<file path="src/shared/meas_ctl_pkg.sv">
// package: command codes, reply codes, register map and field layouts for measurement state control
package meas_ctl_pkg;

  // command opcodes
  localparam logic [3:0] CMD_CLEAR_SURGE_PEAKS   = 4'h1;
  localparam logic [3:0] CMD_LOG_RECORDING       = 4'h2;
  localparam logic [3:0] CMD_LOG_RECORDING_QUERY = 4'h3;
  localparam logic [3:0] CMD_HISTORY             = 4'h4;
  localparam logic [3:0] CMD_HISTORY_QUERY       = 4'h5;
  localparam logic [3:0] CMD_HOLD                = 4'h6;
  localparam logic [3:0] CMD_HOLD_QUERY          = 4'h7;
  localparam logic [3:0] CMD_ACCUMULATION_CTRL   = 4'h8;
  localparam logic [3:0] CMD_ACCUMULATION_QUERY  = 4'h9;

  // register offsets
  localparam logic [3:0] REG_COMMAND  = 4'h0;
  localparam logic [3:0] REG_REPLY    = 4'h4;
  localparam logic [3:0] REG_ERROR    = 4'h8;
  localparam logic [3:0] REG_STATUS   = 4'hc;
  localparam logic [3:0] REG_IRQ_STAT = 4'h3;
  localparam logic [3:0] REG_IRQ_MASK = 4'h1;
  localparam logic [3:0] REG_DELAY    = 4'h2;

  // command word fields
  localparam int CMD_OP_LSB    = 0;
  localparam int CMD_ARG_LSB   = 4;
  localparam int CMD_INST_LSB  = 8;

  // analyzer instances available; arbitrary build value
  localparam logic [1:0] INST_COUNT = 2'h3;

  // logging termination codes
  localparam logic [2:0] LOG_ERR_NONE    = 3'h0;
  localparam logic [2:0] LOG_ERR_SIZE    = 3'h1;
  localparam logic [2:0] LOG_ERR_FULL    = 3'h2;
  localparam logic [2:0] LOG_ERR_WRITE   = 3'h3;
  localparam logic [2:0] LOG_ERR_REMOVED = 3'h4;

  // integration reply values
  localparam logic [1:0] ACC_IDLE    = 2'h0;
  localparam logic [1:0] ACC_WAITING = 2'h1;
  localparam logic [1:0] ACC_HELD    = 2'h2;
  localparam logic [1:0] ACC_RUNNING = 2'h3;

  // error register codes
  localparam logic [1:0] ERR_NONE     = 2'h0;
  localparam logic [1:0] ERR_INSTANCE = 2'h1;
  localparam logic [1:0] ERR_RANGE    = 2'h2;
  localparam logic [1:0] ERR_OPCODE   = 2'h3;

  // reset value of the start delay, in measurement periods
  localparam logic [15:0] DELAY_RESET = 16'h0000;

  // interrupt status bit positions and width
  localparam int IRQ_CMD_ERR  = 0;
  localparam int IRQ_LOG_END  = 1;
  localparam int IRQ_SURGE_OK = 2;
  localparam int IRQ_ACC_GO   = 3;
  localparam int IRQ_W        = 4;

  // accumulation state codes
  typedef enum logic [1:0] {
    ACC_S_IDLE = 2'b00,
    ACC_S_WAIT = 2'b01,
    ACC_S_RUN  = 2'b11,
    ACC_S_HOLD = 2'b10
  } acc_state_t;

  // logging termination report from the recorder
  typedef struct packed {
    logic       ended;
    logic [2:0] cause;
  } log_end_t;

  // decoded command
  typedef struct packed {
    logic [3:0] op;
    logic [1:0] arg;
    logic [1:0] inst;
  } cmd_t;

endpackage

</file>
<file path="src/rtl/sticky_flag.sv">
// sticky event bit: hardware set wins over read clear
module sticky_flag (
  // clock and reset
  input  wire logic sys_clk,
  input  wire logic rstn,
  // control
  input  wire logic set,
  input  wire logic clear,
  // state
  output logic      flag
);

  // set takes precedence over a clear in the same cycle
  always_ff @(posedge sys_clk or negedge rstn) begin
    if (!rstn) begin
      flag <= 1'b0;
    end else if (set) begin
      flag <= 1'b1;
    end else if (clear) begin
      flag <= 1'b0;
    end
  end

endmodule

</file>
<file path="src/rtl/measurement_state_control.sv">
// measurement state control: command interpreter for logging, history, hold and integration
// Operation
// RULE_01 - reject unavailable analyzer instance with error
// RULE_02 - clear command clears surge peak results
// RULE_03 - peaks invalid until next period completes
// RULE_04 - logging argument one starts, zero stops
// RULE_05 - logging query field one: zero/one active
// RULE_06 - logging error kept, zeroed at start
// RULE_07 - termination codes: size, full, write, removed
// RULE_08 - history zero stops, one restarts, clears
// RULE_09 - history query returns running state
// RULE_10 - hold one freezes, zero releases
// RULE_11 - hold query returns held state
// RULE_12 - integration one clears, delays, then accumulates
// RULE_13 - integration query: idle, waiting, updating codes
// RULE_14 - hold during integration suspends, reports two
// RULE_15 - out of range argument rejected, state kept
//
// Added by the designer: the plain strobed port and the register offsets.
module measurement_state_control
  import meas_ctl_pkg::*;
(
  // clock and reset
  input  wire logic        sys_clk,
  input  wire logic        rstn,
  // register port
  input  wire logic [3:0]  addr,
  input  wire logic [31:0] wdata,
  input  wire logic        wr_en,
  input  wire logic        rd_en,
  output logic [31:0]      rdata,
  // measurement engine events
  input  wire logic        period_done,
  input  wire log_end_t    log_end,
  // control outputs to the measurement engine
  output logic             surge_clear,
  output logic             surge_valid,
  output logic             log_active,
  output logic             history_active,
  output logic             history_clear,
  output logic             hold_active,
  output logic             acc_clear,
  output logic             acc_update,
  // interrupt
  output logic             irq
);

  // register file and block state
  logic [2:0]       log_err;
  logic [31:0]      reply;
  logic [1:0]       err_code;
  logic [15:0]      delay_cfg;
  logic [15:0]      delay_cnt;
  logic [IRQ_W-1:0] irq_mask;
  logic [IRQ_W-1:0] irq_stat;
  acc_state_t       acc_state;
  acc_state_t       next_acc_state;
  logic [1:0]       acc_code;

  // decode of the command word
  cmd_t cmd;
  assign cmd.op   = wdata[CMD_OP_LSB +: 4];
  assign cmd.arg  = wdata[CMD_ARG_LSB +: 2];
  assign cmd.inst = wdata[CMD_INST_LSB +: 2];

  wire cmd_wr   = wr_en && (addr == REG_COMMAND);
  wire inst_bad = (cmd.inst >= INST_COUNT); // see RULE_01
  wire arg_bad  = (cmd.arg > 2'h1);         // see RULE_15
  wire op_known = (cmd.op >= CMD_CLEAR_SURGE_PEAKS) && (cmd.op <= CMD_ACCUMULATION_QUERY);
  wire cmd_ok   = cmd_wr && op_known && !inst_bad && !arg_bad;
  wire cmd_err  = cmd_wr && !(op_known && !inst_bad && !arg_bad);

  // one-cycle action strobes, argument bit and delay-expiry level
  wire do_surge   = cmd_ok && (cmd.op == CMD_CLEAR_SURGE_PEAKS);
  wire do_log     = cmd_ok && (cmd.op == CMD_LOG_RECORDING);
  wire do_hist    = cmd_ok && (cmd.op == CMD_HISTORY);
  wire do_hold    = cmd_ok && (cmd.op == CMD_HOLD);
  wire do_acc     = cmd_ok && (cmd.op == CMD_ACCUMULATION_CTRL);
  wire arg_on     = cmd.arg[0];
  wire log_start  = do_log && arg_on;
  wire log_ended  = log_active && log_end.ended;
  wire acc_start  = do_acc && arg_on;
  wire delay_done = (delay_cnt == 16'h0000);

  // mask and start delay register writes
  wire mask_sel  = wr_en && (addr == REG_IRQ_MASK);
  wire delay_sel = wr_en && (addr == REG_DELAY);

  // surge peak clear and validity
  always_ff @(posedge sys_clk or negedge rstn) begin
    if (!rstn) begin
      surge_clear <= 1'b0;
      surge_valid <= 1'b1;
    end else begin
      surge_clear <= do_surge;                   // see RULE_02
      if (do_surge) begin
        surge_valid <= 1'b0;                     // see RULE_03
      end else if (period_done) begin
        surge_valid <= 1'b1;                     // see RULE_03
      end
    end
  end

  // data logging state and termination cause
  always_ff @(posedge sys_clk or negedge rstn) begin
    if (!rstn) begin
      log_active <= 1'b0;
      log_err    <= LOG_ERR_NONE;
    end else if (log_start) begin
      log_active <= 1'b1;                        // see RULE_04
      log_err    <= LOG_ERR_NONE;                // see RULE_06
    end else if (log_ended) begin
      log_active <= 1'b0;
      log_err    <= log_end.cause;               // see RULE_07
    end else if (do_log) begin
      log_active <= 1'b0;                        // see RULE_04
    end
  end

  // history collection
  always_ff @(posedge sys_clk or negedge rstn) begin
    if (!rstn) begin
      history_active <= 1'b0;
      history_clear  <= 1'b0;
    end else begin
      history_clear <= do_hist && arg_on;        // see RULE_08
      if (do_hist) begin
        history_active <= arg_on;                // see RULE_08
      end
    end
  end

  // measurement hold
  always_ff @(posedge sys_clk or negedge rstn) begin
    if (!rstn) begin
      hold_active <= 1'b0;
    end else if (do_hold) begin
      hold_active <= arg_on;                     // see RULE_10
    end
  end

  // accumulation state machine
  always_comb begin
    next_acc_state = acc_state;
    unique case (acc_state)
      ACC_S_IDLE: begin
        if (acc_start) begin
          next_acc_state = ACC_S_WAIT;
        end
      end
      ACC_S_WAIT: begin
        if (do_acc && !arg_on) begin
          next_acc_state = ACC_S_IDLE;
        end else if (delay_done && !acc_start) begin
          next_acc_state = hold_active ? ACC_S_HOLD : ACC_S_RUN;
        end
      end
      ACC_S_RUN: begin
        if (do_acc) begin
          next_acc_state = arg_on ? ACC_S_WAIT : ACC_S_IDLE;
        end else if (hold_active) begin
          next_acc_state = ACC_S_HOLD;           // see RULE_14
        end
      end
      ACC_S_HOLD: begin
        if (do_acc) begin
          next_acc_state = arg_on ? ACC_S_WAIT : ACC_S_IDLE;
        end else if (!hold_active) begin
          next_acc_state = ACC_S_RUN;
        end
      end
    endcase
  end

  // accumulation state and delay count in measurement periods
  always_ff @(posedge sys_clk or negedge rstn) begin
    if (!rstn) begin
      acc_state <= ACC_S_IDLE;
      delay_cnt <= 16'h0000;
      acc_clear <= 1'b0;
    end else begin
      acc_state <= next_acc_state;
      acc_clear <= acc_start;                    // see RULE_12
      if (acc_start) begin
        delay_cnt <= delay_cfg;                  // see RULE_12
      end else if (acc_state == ACC_S_WAIT && period_done && !delay_done) begin
        delay_cnt <= delay_cnt - 16'h0001;
      end
    end
  end

  assign acc_update = (acc_state == ACC_S_RUN);  // see RULE_14

  // integration reply code
  always_comb begin
    unique case (acc_state)
      ACC_S_IDLE: acc_code = ACC_IDLE;           // see RULE_13
      ACC_S_WAIT: acc_code = ACC_WAITING;        // see RULE_13
      ACC_S_RUN:  acc_code = ACC_RUNNING;        // see RULE_13
      ACC_S_HOLD: acc_code = ACC_HELD;           // see RULE_14
    endcase
  end

  // query replies and error code
  always_ff @(posedge sys_clk or negedge rstn) begin
    if (!rstn) begin
      reply    <= 32'h0000_0000;
      err_code <= ERR_NONE;
    end else if (cmd_err) begin
      err_code <= inst_bad ? ERR_INSTANCE :      // see RULE_01
                  arg_bad  ? ERR_RANGE : ERR_OPCODE; // see RULE_15
    end else if (cmd_ok) begin
      err_code <= ERR_NONE;
      unique case (cmd.op)
        CMD_LOG_RECORDING_QUERY: reply <= {13'h0000, log_err, 15'h0000, log_active}; // see RULE_05
        CMD_HISTORY_QUERY:       reply <= {31'h0000_0000, history_active};         // see RULE_09
        CMD_HOLD_QUERY:          reply <= {31'h0000_0000, hold_active};            // see RULE_11
        CMD_ACCUMULATION_QUERY:  reply <= {30'h0000_0000, acc_code};               // see RULE_13
        default:                 reply <= reply;
      endcase
    end
  end

  // configuration registers
  always_ff @(posedge sys_clk or negedge rstn) begin
    if (!rstn) begin
      irq_mask  <= '0;
      delay_cfg <= DELAY_RESET;
    end else begin
      if (mask_sel) begin
        irq_mask <= wdata[IRQ_W-1:0];
      end
      if (delay_sel) begin
        delay_cfg <= wdata[15:0];
      end
    end
  end

  // interrupt status, cleared by reading it
  wire stat_rd = rd_en && (addr == REG_IRQ_STAT);
  logic [IRQ_W-1:0] irq_ev;
  assign irq_ev[IRQ_CMD_ERR]  = cmd_err;
  assign irq_ev[IRQ_LOG_END]  = log_ended;
  assign irq_ev[IRQ_SURGE_OK] = period_done && !surge_valid && !do_surge; // a new clear keeps peaks invalid
  assign irq_ev[IRQ_ACC_GO]   = (acc_state == ACC_S_WAIT) && (next_acc_state != ACC_S_WAIT)
                                && (next_acc_state != ACC_S_IDLE);

  genvar gi;
  generate
    for (gi = 0; gi < IRQ_W; gi++) begin : g_stat
      sticky_flag u_flag (
        .sys_clk (sys_clk),
        .rstn    (rstn),
        .set     (irq_ev[gi]),
        .clear   (stat_rd),
        .flag    (irq_stat[gi])
      );
    end
  endgenerate

  assign irq = |(irq_stat & irq_mask);

  // read mux; data stand one cycle after the strobe
  logic [31:0] next_rdata;
  always_comb begin
    next_rdata = 32'h0000_0000;
    if (rd_en) begin
      unique case (addr)
        REG_REPLY:  next_rdata = reply;
        REG_ERROR:  next_rdata = {30'h0000_0000, err_code};
        REG_STATUS: next_rdata = {23'h00_0000, surge_valid, acc_code, hold_active,
                                  history_active, log_active, log_err};
        REG_IRQ_MASK: next_rdata = {28'h000_0000, irq_mask};
        REG_DELAY:    next_rdata = {16'h0000, delay_cfg};
        REG_IRQ_STAT: next_rdata = {28'h000_0000, irq_stat};
        default:    next_rdata = 32'h0000_0000;
      endcase
    end
  end

  always_ff @(posedge sys_clk or negedge rstn) begin
    if (!rstn) begin
      rdata <= 32'h0000_0000;
    end else begin
      rdata <= next_rdata;
    end
  end

endmodule

</file>
<file path="config.mk">
export PLATFORM = sky130hd
export DESIGN_NAME = measurement_state_control
export DESIGN_NICKNAME = d
export VERILOG_FILES = /design/src/shared/meas_ctl_pkg.sv /design/src/rtl/sticky_flag.sv /design/src/rtl/measurement_state_control.sv
export SDC_FILE = /design/constraint.sdc
export NUM_CORES = 1
export LEC_CHECK = 0
export ABC_AREA = 1
export BUFFER_PORTS_ARGS = -buffer_cell sky130_fd_sc_hd__buf_2
export CORE_UTILIZATION = 28
export CTS_CLUSTER_SIZE = 20
export DETAILED_ROUTE_END_ITERATION = 10
export SYNTH_ARGS = -nofsm -noshare
export SYNTH_HDL_FRONTEND = slang
export SYNTH_HIERARCHICAL = 1
export SYNTH_SLANG_ARGS = --single-unit
</file>
<file path="constraint.sdc">
create_clock -name sys_clk -period 1.69 [get_ports sys_clk]
set_input_delay 0.169 -clock sys_clk [delete_from_list [all_inputs] [get_ports sys_clk]]
set_output_delay 0.169 -clock sys_clk [all_outputs]
set_load 0.03 [all_outputs]
</file>
# ---- Yosys cells after proc, flatten, opt, wreduce, memory -nomap -nowiden
# Index checks and enable logic that the tools add are counted.
dict set report totals {
  mem_bits_rw 0
  mem_bits_ro 0
  n_memories 0
  word_cells 129
  register_bits 118
  latch_bits 0
}
dict set report op_classes {
  muxes 32
  n_shift 0
  magnitude_cmp 4
  add_sub_neg 1
  bitwise 2
  n_reduce_logical 52
  div 0
  mul 0
  n_eq_ne 19
}
# operator count
set ops {}
lappend ops {{32-bit case mux with 6 select lines} 1}
lappend ops {{32-bit case mux with 4 select lines} 1}
lappend ops {{16-bit two-way mux} 2}
lappend ops {{32-bit two-way mux} 1}
lappend ops {{1-bit logical AND} 28}
lappend ops {{4-bit by 3-bit equality test with 1-bit output, second input constant} 5}
lappend ops {{2-bit two-way mux} 10}
lappend ops {{2-bit nonzero test} 9}
lappend ops {{4-bit by 2-bit equality test with 1-bit output, second input constant} 4}
lappend ops {{4-bit equality test, second input constant} 4}
lappend ops {{16-bit zero test} 1}
lappend ops {{2-bit case mux with 4 select lines} 2}
lappend ops {{16-bit by 1-bit subtractor with 16-bit output, second input constant} 1}
lappend ops {{1-bit two-way mux} 13}
lappend ops {{4-bit by 1-bit equality test with 1-bit output, second input constant} 2}
lappend ops {{1-bit zero test} 8}
lappend ops {{3-bit two-way mux} 2}
lappend ops {{4-bit bitwise AND} 1}
lappend ops {{2-bit equality test, second input constant} 2}
lappend ops {{4-bit by 1-bit >= comparator with 1-bit output, second input constant} 1}
lappend ops {{4-bit <= comparator, second input constant} 1}
lappend ops {{4-bit zero test} 1}
lappend ops {{4-bit nonzero test} 1}
lappend ops {{4-bit OR reduction} 1}
lappend ops {{other kinds (8)} 8}

# ---- Longest topological paths before layout
# Gate-level depths: netlist of run 1.
dict set report depth {
  ltp_word 16
  depth_mapped 11
  depth_no_buf 11
}

# ---- Hierarchy
# The synthesis of run 1 kept the hierarchy.
# mod cells_each area_each_um2 n_inst seq_area_each_um2
set modules_own_cells {}
lappend modules_own_cells {measurement_state_control 492 3848.7 1 1853.0}
lappend modules_own_cells {sticky_flag 5 40.0 4 25.0}

# ---- Least setup slack after synthesis of run 1
# OpenSTA, ideal clock, no wires.
dict set report synth_timing {
  kind {flip-flop to flip-flop}
  start {reg delay_cnt[0]}
  end {reg delay_cnt[1]}
  arrival_time_ns 1.444
  path_buffers 1
  path_stages_with_launch 11
  setup_time_ns 0.125
  path_slack_ns 0.121
  required_time_ns 1.565
  path_cell_list {dfrtp_1 > inv_1 > ha_1 > nand2_1 > nor2_1 > nand3_1 > nand2_1 > inv_2 > buf_2 > nand3b_1 > nand3_1}
}
dict set report synth_via {
  elab_chain_len 4
  elab_cells_between_ends 7
}
# item line
set synth_lines {}
lappend synth_lines {{start, declared} measurement_state_control.sv:53} ;# logic [15:0] delay_cnt;
lappend synth_lines {{start signal, assigned} measurement_state_control.sv:185} ;# delay_cnt <= delay_cfg;
lappend synth_lines {{start signal, assigned} measurement_state_control.sv:187} ;# delay_cnt <= delay_cnt - 16'h0001;
lappend synth_lines {{parallel branches: the longest is 4 deep, another holds 16-bit by 1-bit subtractor with 16-bit output} n/a}
# Parallel ways; which one is timed is not known. The select of a mux whose other input is x is not followed.
# A chain may end at the register's enable or synchronous reset.

# ---- Worst setup path after layout of run 1
dict set report layout_timing {
  start {reg delay_cnt[1]}
  end {reg acc_state[0]}
}
dict set report layout_via {
  elab_chain_len 5
}
# item line
set layout_lines {}
lappend layout_lines {{16-bit zero test} measurement_state_control.sv:83} ;# wire delay_done = (delay_cnt == 16'h0000);
lappend layout_lines {{1-bit logical AND} measurement_state_control.sv:154} ;# end else if (delay_done && !acc_start) begin
lappend layout_lines {{2-bit two-way mux} measurement_state_control.sv:154}
lappend layout_lines {{2-bit two-way mux} measurement_state_control.sv:152} ;# if (do_acc && !arg_on) begin
lappend layout_lines {{2-bit case mux with 4 select lines} measurement_state_control.sv:145} ;# unique case (acc_state)
lappend layout_lines {{net next_acc_state[0]} measurement_state_control.sv:57} ;# acc_state_t next_acc_state;
lappend layout_lines {{end signal, assigned} measurement_state_control.sv:182} ;# acc_state <= next_acc_state;
lappend layout_lines {{end, declared} measurement_state_control.sv:56} ;# acc_state_t acc_state;
# The timed path passes the listed nets, and every way through them passes these cells.

==> results of run 1 <==
-- kinds of logic after synthesis --
group,Yosys count
AO/OA/AOI/OAI,58
other,1
buffers and inverters,102
flip-flops,78
XOR/XNOR,10
multiplexers,3
adder cells (fa/ha/maj),1
AND/OR/NAND/NOR,259
-- sequential cells by signal (all words and copies together), names as in the netlist --
name,count
rdata,19
delay_cfg,16
delay_cnt,16
reply,5
g_stat.u_flag/flag,4
irq_mask,4
log_err,3
acc_state,2
err_code,2
acc_clear,1
history_active,1
history_clear,1
hold_active,1
log_active,1
surge_clear,1
surge_valid,1
-- layer usage --
| metal | wire, um | vias up |
|---|---|---|
| met5 | 0 | - |
| met1 | 4730 | 1617 |
| met3 | 493 | 17 |
| li1 | - | 1756 |
| met4 | 273 | 0 |
| met2 | 4480 | 89 |
-- power by group --
| group | internal (mW) | switching [mW] |
|---|---|---|
| sequential | 2.19 | 0.268 |
| combinational | 0.712 | 1.09 |
| clock | 1.30 | 0.790 |
| total | 4.20 | 2.15 |
-- placed cells by master, fill, tap and decap left out, types with 5 or more instances in the layout --
| master | count |
|---|---|
| sky130_fd_sc_hd__nand2_1 | 119 |
| sky130_fd_sc_hd__dfrtp_1 | 77 |
| sky130_fd_sc_hd__inv_1 | 74 |
| sky130_fd_sc_hd__nand3_1 | 64 |
| sky130_fd_sc_hd__buf_2 | 55 |
| sky130_fd_sc_hd__nor2_1 | 53 |
| sky130_fd_sc_hd__o21ai_0 | 26 |
| sky130_fd_sc_hd__buf_4 | 20 |
| sky130_fd_sc_hd__a21oi_1 | 15 |
| sky130_fd_sc_hd__conb_1 | 13 |
| sky130_fd_sc_hd__clkbuf_16 | 9 |
| sky130_fd_sc_hd__o21ai_1 | 7 |
| sky130_fd_sc_hd__nand4_1 | 6 |
| sky130_fd_sc_hd__o22ai_1 | 5 |
| sky130_fd_sc_hd__xor2_1 | 5 |
| sky130_fd_sc_hd__xnor2_1 | 5 |
-- cell type report --
type	instances	area (sq um)
Inverter	79	299
Fill cell	1450	8960
Clock buffer	10	229
Timing Repair Buffer	80	507
Clock inverter	6	92.6
Sequential cell	78	1950
Tap cell	180	225
Multi-Input combinational cell	344	1670
-- stage by stage --
stage | instance area (sq um) | worst slack [ns]
floorplan | 4050 | 0.121
global placement | 4610 | 0.120
detailed placement | 4610 | 0.117
CTS | 4950 | 0.0657
global route | 4980 | 0.0117
finish | 4980 | 0.113
-- what timing repair did --
action,in CTS,in global routing
setup endpoints to repair,0,17
hold endpoints to repair,32,0
hold buffers,1,0
resized for setup,0,9
-- how the worst max path moves through the flow --
stage | cells past startpoint | start | to
3_3_place_gp | 9 | delay_cnt[0]$_DFFE_PN0P_ | delay_cnt[0]$_DFFE_PN0P_
2_1_floorplan | 10 | delay_cnt[0]$_DFFE_PN0P_ | delay_cnt[1]$_DFFE_PN0P_
5_1_grt | 10 | delay_cnt[1]$_DFFE_PN0P_ | g_stat[3].u_flag/flag$_DFFE_PN0P_
6_report | 10 | delay_cnt[1]$_DFFE_PN0P_ | acc_state[0]$_DFF_PN0_
4_1_cts | 9 | delay_cnt[1]$_DFFE_PN0P_ | delay_cnt[1]$_DFFE_PN0P_
3_5_place_dp | 9 | delay_cnt[0]$_DFFE_PN0P_ | delay_cnt[14]$_DFFE_PN0P_
==> Flow_metrics.wiki, run 1 <==
{| class="wikitable"
! Metric !! Value
|-
| Result of the run || finished clean
|-
| GR met2 Demand/Resource || 0.235
|-
| Antenna violations before repair || 0
|-
| TritonCTS clock tree || done
|-
| Clock Sinks || approximately 80
|-
| Commonest cells in the netlist || 120 x sky130_fd_sc_hd__nand2_1, 77 x sky130_fd_sc_hd__dfrtp_1, 74 x sky130_fd_sc_hd__inv_1
|-
| Total instance count after detailed placement || 760
|-
| Routing usage on met3 || 0.0215
|-
| Number of I/O port buffers || 56
|-
| Fin cells || around 780
|-
| Maximum number of pins on one net before global-route repair || 36
|-
| Combinational family with the most area after synthesis || simple AND/OR/NAND/NOR gates
|-
| VDD IR-drop max || about 0.0004 V
|-
| Reg2Reg Setup Slack || around 0.11 ns
|-
| Number of endpoints failing setup at the final stage || 0
|-
| Hold path startpoint || log_end[3]
|-
| Worst hold-check path type || in -> reg
|-
| Crit. End Element || register
|-
| Average routed wire per standard cell || approximately 13 um
|-
| Maximum clock insertion buffer count || 2
|-
| Delay-heaviest family, CP || simple AND/OR/NAND/NOR gates
|-
| Vertical die dimension || 122 um
|-
| Cell accounting for the most synthesized area || sky130_fd_sc_hd__dfrtp_1
|-
| Cell chain of the critical path || inv_1, ha_2, nand2_1, buf_4, inv_1, nand3b_1, nor2_1, nand3_1, nand2_1, nand3_1
|-
| FFs w/ async S/R, synth || 1.00
|-
| Post-synthesis adder-cell area fraction || 0.00312
|-
| Initial core utilization || 0.288
|-
| Leading post-synthesis cells by cell area || sky130_fd_sc_hd__dfrtp_1 48%, sky130_fd_sc_hd__nand2_1 11%, sky130_fd_sc_hd__nand3_1 8.1%
|-
| Number of failing hold endpoints at the final stage || 0
|-
| Proportion of layout cells with a drive suffix above 1 || 0.196
|-
| Remaining Overflow, GRT || 0
|-
| Number of detailed-routing iterations run before antenna repair || 4
|-
| Share of the clock period used by the worst path after layout || 0.933
|-
| Synthesized area || approximately 4000 sq um
|-
| First DRT Iteration DRCs || approximately 220
|-
| Drt total wl || between 9000 and 10000 um
|-
| Number of register bits inferred by synthesis || a little under 80
|-
| Final weighted congestion in routability-driven placement || roughly 0.9
|-
| Arrival time of the worst setup path || 1.80 ns
|-
| Total I/O pin count || 86
|-
| Standby leakage power || between 2 and 3 nW
|-
| Max capacitance violation total || 0
|-
| Max-slew violations || 0
|-
| Critical Path Slowest Stage Cell || sky130_fd_sc_hd__dfrtp_1
|-
| Top flip-flop cell by instance count after synthesis || sky130_fd_sc_hd__dfrtp_1
|-
| Area share of the largest cell type after synthesis || 0.481
|-
| Power density of the placed cells || between 1000 and 1500 nW/um^2
|-
| Number of post-CTS setup repair buffers || 0
|-
| Maximum level of the CTS H-tree || 3
|-
| RSZ-0062 raised after global routing || no
|-
| Std-Cell Rows || 43
|-
| First-pass GRT wire length || 16800 um
|-
| Via count || ~3.5k
|-
| Die width || 122 um
|-
| Half-perimeter wire length after detailed placement || 7670 um
|-
| Cells on worst reg2reg path || 10
|-
| Worst Hold Path Cells || 2
|-
| Worst R2R Start || delay_cnt[1]$_DFFE_PN0P_
|-
| Maximum fanout along the worst path || 3
|-
| EDFF count, synth || 0
|-
| TritonCTS buffer count || 9
|-
| GRT met1 Usage || 0.198
|-
| Required time at the endpoint of the critical path || about 1.9 ns
|-
| Antenna Cells || 0
|-
| Remaining antenna violation count after routing || 0
|-
| Synth Instances || 512
|-
| Fin Setup TNS || 0 ns
|-
| Multiplexer fraction of the synthesized cell area || 0.00843
|-
| Clock transition at the register clock pins on the worst setup and hold paths after CTS || ~0.060 ns
|-
| Number of global-route vias before repair || ~3.4k
|-
| Post-route core utilization || 0.357
|-
| Hold worst-path end || log_active$_DFFE_PN0P_
|-
| Synth-to-Final Area Change || 24.2%
|-
| Post-synth cell types || 34
|-
| Most used routing layer || met2
|-
| Hold Worst Slack || ~0.042 ns
|-
| Class of the most critical setup path || reg -> reg
|-
| Post-route clock skew || about 0.0070 ns
|-
| Highest cell delay on the worst timing path || a little over 0.4 ns
|-
| Total power || between 6 and 7 mW
|-
| Buffer type at the clock tree root || sky130_fd_sc_hd__clkbuf_16
|-
| Synth Area in Compound Gates || 0.0768
|-
| Total core area || 13900 sq um
|-
| Simple-gate share of the synthesized area || 0.288
|-
| Post-layout minimum cycle time || ~1.6 ns
|-
| Die footprint || between 10000 and 15000 sq um
|-
| Sequential area share after synthesis || 0.487
|-
| Synth Area in XOR/XNOR || 0.0218
|-
| Crit Reg-Reg Endpoint || acc_state[0]$_DFF_PN0_
|-
| Startpoint type of the worst setup path || register
|-
| Number of buffer and inverter instances along the worst setup path || 3
|-
| Achievable clock frequency || ~630 MHz
|-
| Residual DRC || 0
|-
| Tot GR Track Use || 0.148
|-
| Later-pin clock latency in the skew report || approximately 0.34 ns
|-
| Number of nets in the finished design || around 640
|-
| Number of warnings issued by yosys || 6
|-
| Most common cell in the netlist || sky130_fd_sc_hd__nand2_1
|-
| Avg Vias per Cell || roughly 4.5
|-
| Average size of a mapped cell || about 7.8 sq um
|}
Note: power is estimated with default switching activity, not from simulation.
==> run 2: changes to the inputs <==
MAX_ROUTING_LAYER = met4   (was default)
PLACE_DENSITY = 0.57   (was default)
==> run 2 against run 1 <==
Compared with the run above: routed wire length hardly changed; die area unchanged; global-route usage is 0.55 points higher; register-to-register slack improved by 0.04 ns; highest routed layer unchanged; largest cell class unchanged; critical path depth is the same.
==> Flow_metrics.wiki, run 2 (synthesized netlist as in run 1, its figures left out) <==
{| class="wikitable"
! Metric !! Value
|-
| VDD IR-drop max || 0.000434 V (+6.6%)
|-
| Clock group share of total power || 0.319 (-0.011)
|-
| Half-perimeter wire length after detailed placement || 7580 um (-1.1%)
|-
| Total power || 6.23 mW (-1.8%)
|-
| Achievable clock frequency || 650 MHz (+2.4%)
|-
| Sum of routed wire segments on met1 || 4860 um (+2.7%)
|-
| Die footprint || 14800 sq um (unchanged)
|-
| Share of the clock period used by the worst path after layout || 0.911 (-0.0221)
|-
| Max capacitance violation total || 0 (unchanged)
|-
| Most common cell after layout, fill and taps aside || sky130_fd_sc_hd__nand2_1
|-
| Max layer used || met4
|-
| Tot GR Track Use || 0.154 (+0.00555)
|-
| Power density of the placed cells || 1270 nW/um^2 (-0.37%)
|-
| Final weighted congestion in routability-driven placement || 0.916 (+4.3%)
|-
| Avg Vias per Cell || 4.54 (+1.5%)
|-
| Antenna Cells || 0 (unchanged)
|-
| Number of I/O port buffers || 56 (unchanged)
|-
| Post-layout minimum cycle time || 1.54 ns (-0.0374 ns)
|-
| Proportion of total power due to net switching || 0.343 (+0.00443)
|-
| Max reg flops || 19 (unchanged)
|-
| Number of post-CTS setup repair buffers || 0 (unchanged)
|-
| Worst hold-check path type || in -> reg
|-
| Standby leakage power || 2.57 nW (-0.65%)
|-
| Drt total wl || 9990 um (about the same)
|-
| Regs by FF count || rdata x19, delay_cfg x16, delay_cnt x16
|-
| Via count || 3522 (+1.2%)
|-
| Routed met3 length || 548 um (+11%)
|-
| Leading cell types in the layout, fill and taps excluded || 119 x sky130_fd_sc_hd__nand2_1, 77 x sky130_fd_sc_hd__dfrtp_1, 74 x sky130_fd_sc_hd__inv_1
|-
| Die width || 122 um (unchanged)
|-
| Maximum fanout along the worst path || 5 (+2)
|-
| Internal Power || 4.10 mW (-2.5%)
|-
| First-pass GRT wire length || 17000 um (+1.1%)
|-
| Length of routed met2 wiring || 4340 um (-3.1%)
|-
| Maximum clock insertion buffer count || 2 (unchanged)
|-
| Std-Cell Rows || 43 (unchanged)
|-
| RSZ-0062 raised after global routing || no
|-
| Proportion of power drawn by flip-flops and latches || 0.394 (+0.007)
|-
| Max-slew violations || 0 (unchanged)
|-
| Total I/O pin count || 86 (unchanged)
|-
| Maximum number of pins on one net before global-route repair || 79 (+120%)
|-
| Total core area || 13900 sq um (unchanged)
|-
| Switching component of the power || 2.14 mW (-0.56%)
|-
| Antenna violations before repair || 0 (unchanged)
|-
| Average routed wire per standard cell || 12.9 um (+0.34%)
|-
| Proportion of layout cells with a drive suffix above 1 || 0.190 (-0.00606)
|-
| Post-route clock skew || 0.00521 ns (-0.00179 ns)
|-
| Clock transition at the register clock pins on the worst setup and hold paths after CTS || 0.06 ns (about the same)
|-
| TritonCTS clock tree || done
|-
| Residual DRC || 0 (unchanged)
|-
| Number of detailed-routing iterations run before antenna repair || 6 (+2)
|-
| Register containing the most flip-flops in the final layout || rdata
|-
| Number of failing hold endpoints at the final stage || 0 (unchanged)
|-
| Cells on worst reg2reg path || 10 (unchanged)
|-
| Clock Sinks || 78 (unchanged)
|-
| First DRT Iteration DRCs || 246 (+13%)
|-
| Initial core utilization || 0.288 (unchanged)
|-
| Maximum level of the CTS H-tree || 3 (unchanged)
|-
| Number of nets in the finished design || 636 (-0.31%)
|-
| Buffer type at the clock tree root || sky130_fd_sc_hd__clkbuf_16
|-
| Worst Hold Path Cells || 2 (unchanged)
|-
| Synth-to-Final Area Change || 22.3%
|-
| Arrival time of the worst setup path || 1.82 ns (+0.02 ns)
|-
| Class of the most critical setup path || reg -> reg
|-
| Vertical die dimension || 122 um (unchanged)
|-
| Logic gate share of total power || 0.287 (+0.003)
|-
| Number of global-route vias before repair || 3424 (-0.52%)
|-
| Remaining Overflow, GRT || 0 (unchanged)
|-
| TritonCTS buffer count || 9 (unchanged)
|-
| Number of endpoints failing setup at the final stage || 0 (unchanged)
|-
| Result of the run || finished clean
|-
| Crit. End Element || register
|-
| Remaining antenna violation count after routing || 0 (unchanged)
|-
| Required time at the endpoint of the critical path || 1.97 ns (+0.05 ns)
|-
| Fin Setup TNS || 0 ns (unchanged)
|-
| Later-pin clock latency in the skew report || 0.34 ns (about the same)
|-
| Startpoint type of the worst setup path || register
|}
[run 2: cell count changes in the layout (fill, tap and decap cells not counted), sizes merged]
cell	previous run	this run
clkinvlp	2	1
buf	79	77
clkinv	1	4
inv	80	79
bufinv	2	1
[run 2: per-stage QoR]
step / instances / cell area [sq um] / utilization / setup WS [ns] / hold WS (ns)
2_1_floorplan: 524 / 4050 / - / 0.121 / -0.127
3_3_place_gp: 758 / 4570 / 0.328 / 0.114 / 0.220
3_5_place_dp: 758 / 4570 / 0.328 / 0.0901 / 0.225
4_1_cts: 775 / 4890 / 0.351 / 0.0719 / 0.0361
5_1_grt: 775 / 4900 / 0.352 / 0.00772 / 0.0520
6_report: 775 / 4900 / 0.352 / 0.150 / 0.0423
[run 2: final cells by class]
class,count,area (sq um)
flip-flops and latches,78,1950
clock inverters,6,68.8
fillers,1457,9030
multi-input cells,344,1660
well taps,180,225
clock buffers,10,239
repair buffers,78,463
inverters,79,299
[run 2: power groups by stage]
stage                     Sequential [mW]  Clock, mW  Combinational (mW)
final                                2.45       1.99                1.79
after global routing                 2.50       2.11                2.06
after CTS                            2.45       2.03                1.78
after detailed placement             2.48          0                1.77
after global placement               2.47          0                1.74
after floorplan                      2.44          0                1.22
[run 2: what timing repair did]
item	4_1_cts	5_1_grt
endpoints found under the hold margin	77	0
gates resized for setup	0	4
endpoints found under the setup margin	0	18
hold buffers	1	0
[run 2: worst max-delay path: stages (launching register included)]
cell and delay [ns]:
sky130_fd_sc_hd__dfrtp_1 0.38, sky130_fd_sc_hd__inv_1 0.08, sky130_fd_sc_hd__ha_2 0.19, sky130_fd_sc_hd__nand2_1 0.08, sky130_fd_sc_hd__nor2_1 0.15, sky130_fd_sc_hd__nand3_1 0.10, sky130_fd_sc_hd__nand2_2 0.13, sky130_fd_sc_hd__nand2_1 0.08
sky130_fd_sc_hd__inv_2 0.13, sky130_fd_sc_hd__nand2_1 0.07, sky130_fd_sc_hd__nand3_1 0.07
[run 2: final timing paths]
kind	slack, ns	end	start
max reg2reg	0.15	delay_cnt[0]$_DFFE_PN0P_	delay_cnt[0]$_DFFE_PN0P_
min in group asynchronous	0.35	rdata[10]$_DFF_PN0_	rstn
min	0.04	log_active$_DFFE_PN0P_	log_end[3]
max	0.15	delay_cnt[0]$_DFFE_PN0P_	delay_cnt[0]$_DFFE_PN0P_
max in group asynchronous	0.92	surge_valid$_DFFE_PN1P_	rstn
min reg2reg	0.47	g_stat[1].u_flag/flag$_DFFE_PN0P_	g_stat[1].u_flag/flag$_DFFE_PN0P_
[run 2: routing by layer]
| metal | track usage | vias up |
|---|---|---|
| met4 | 0.0833 | 0 |
| met3 | 0.0295 | 20 |
| li1 | - | 1748 |
| met5 | - | - |
| met2 | 0.215 | 107 |
| met1 | 0.208 | 1647 |
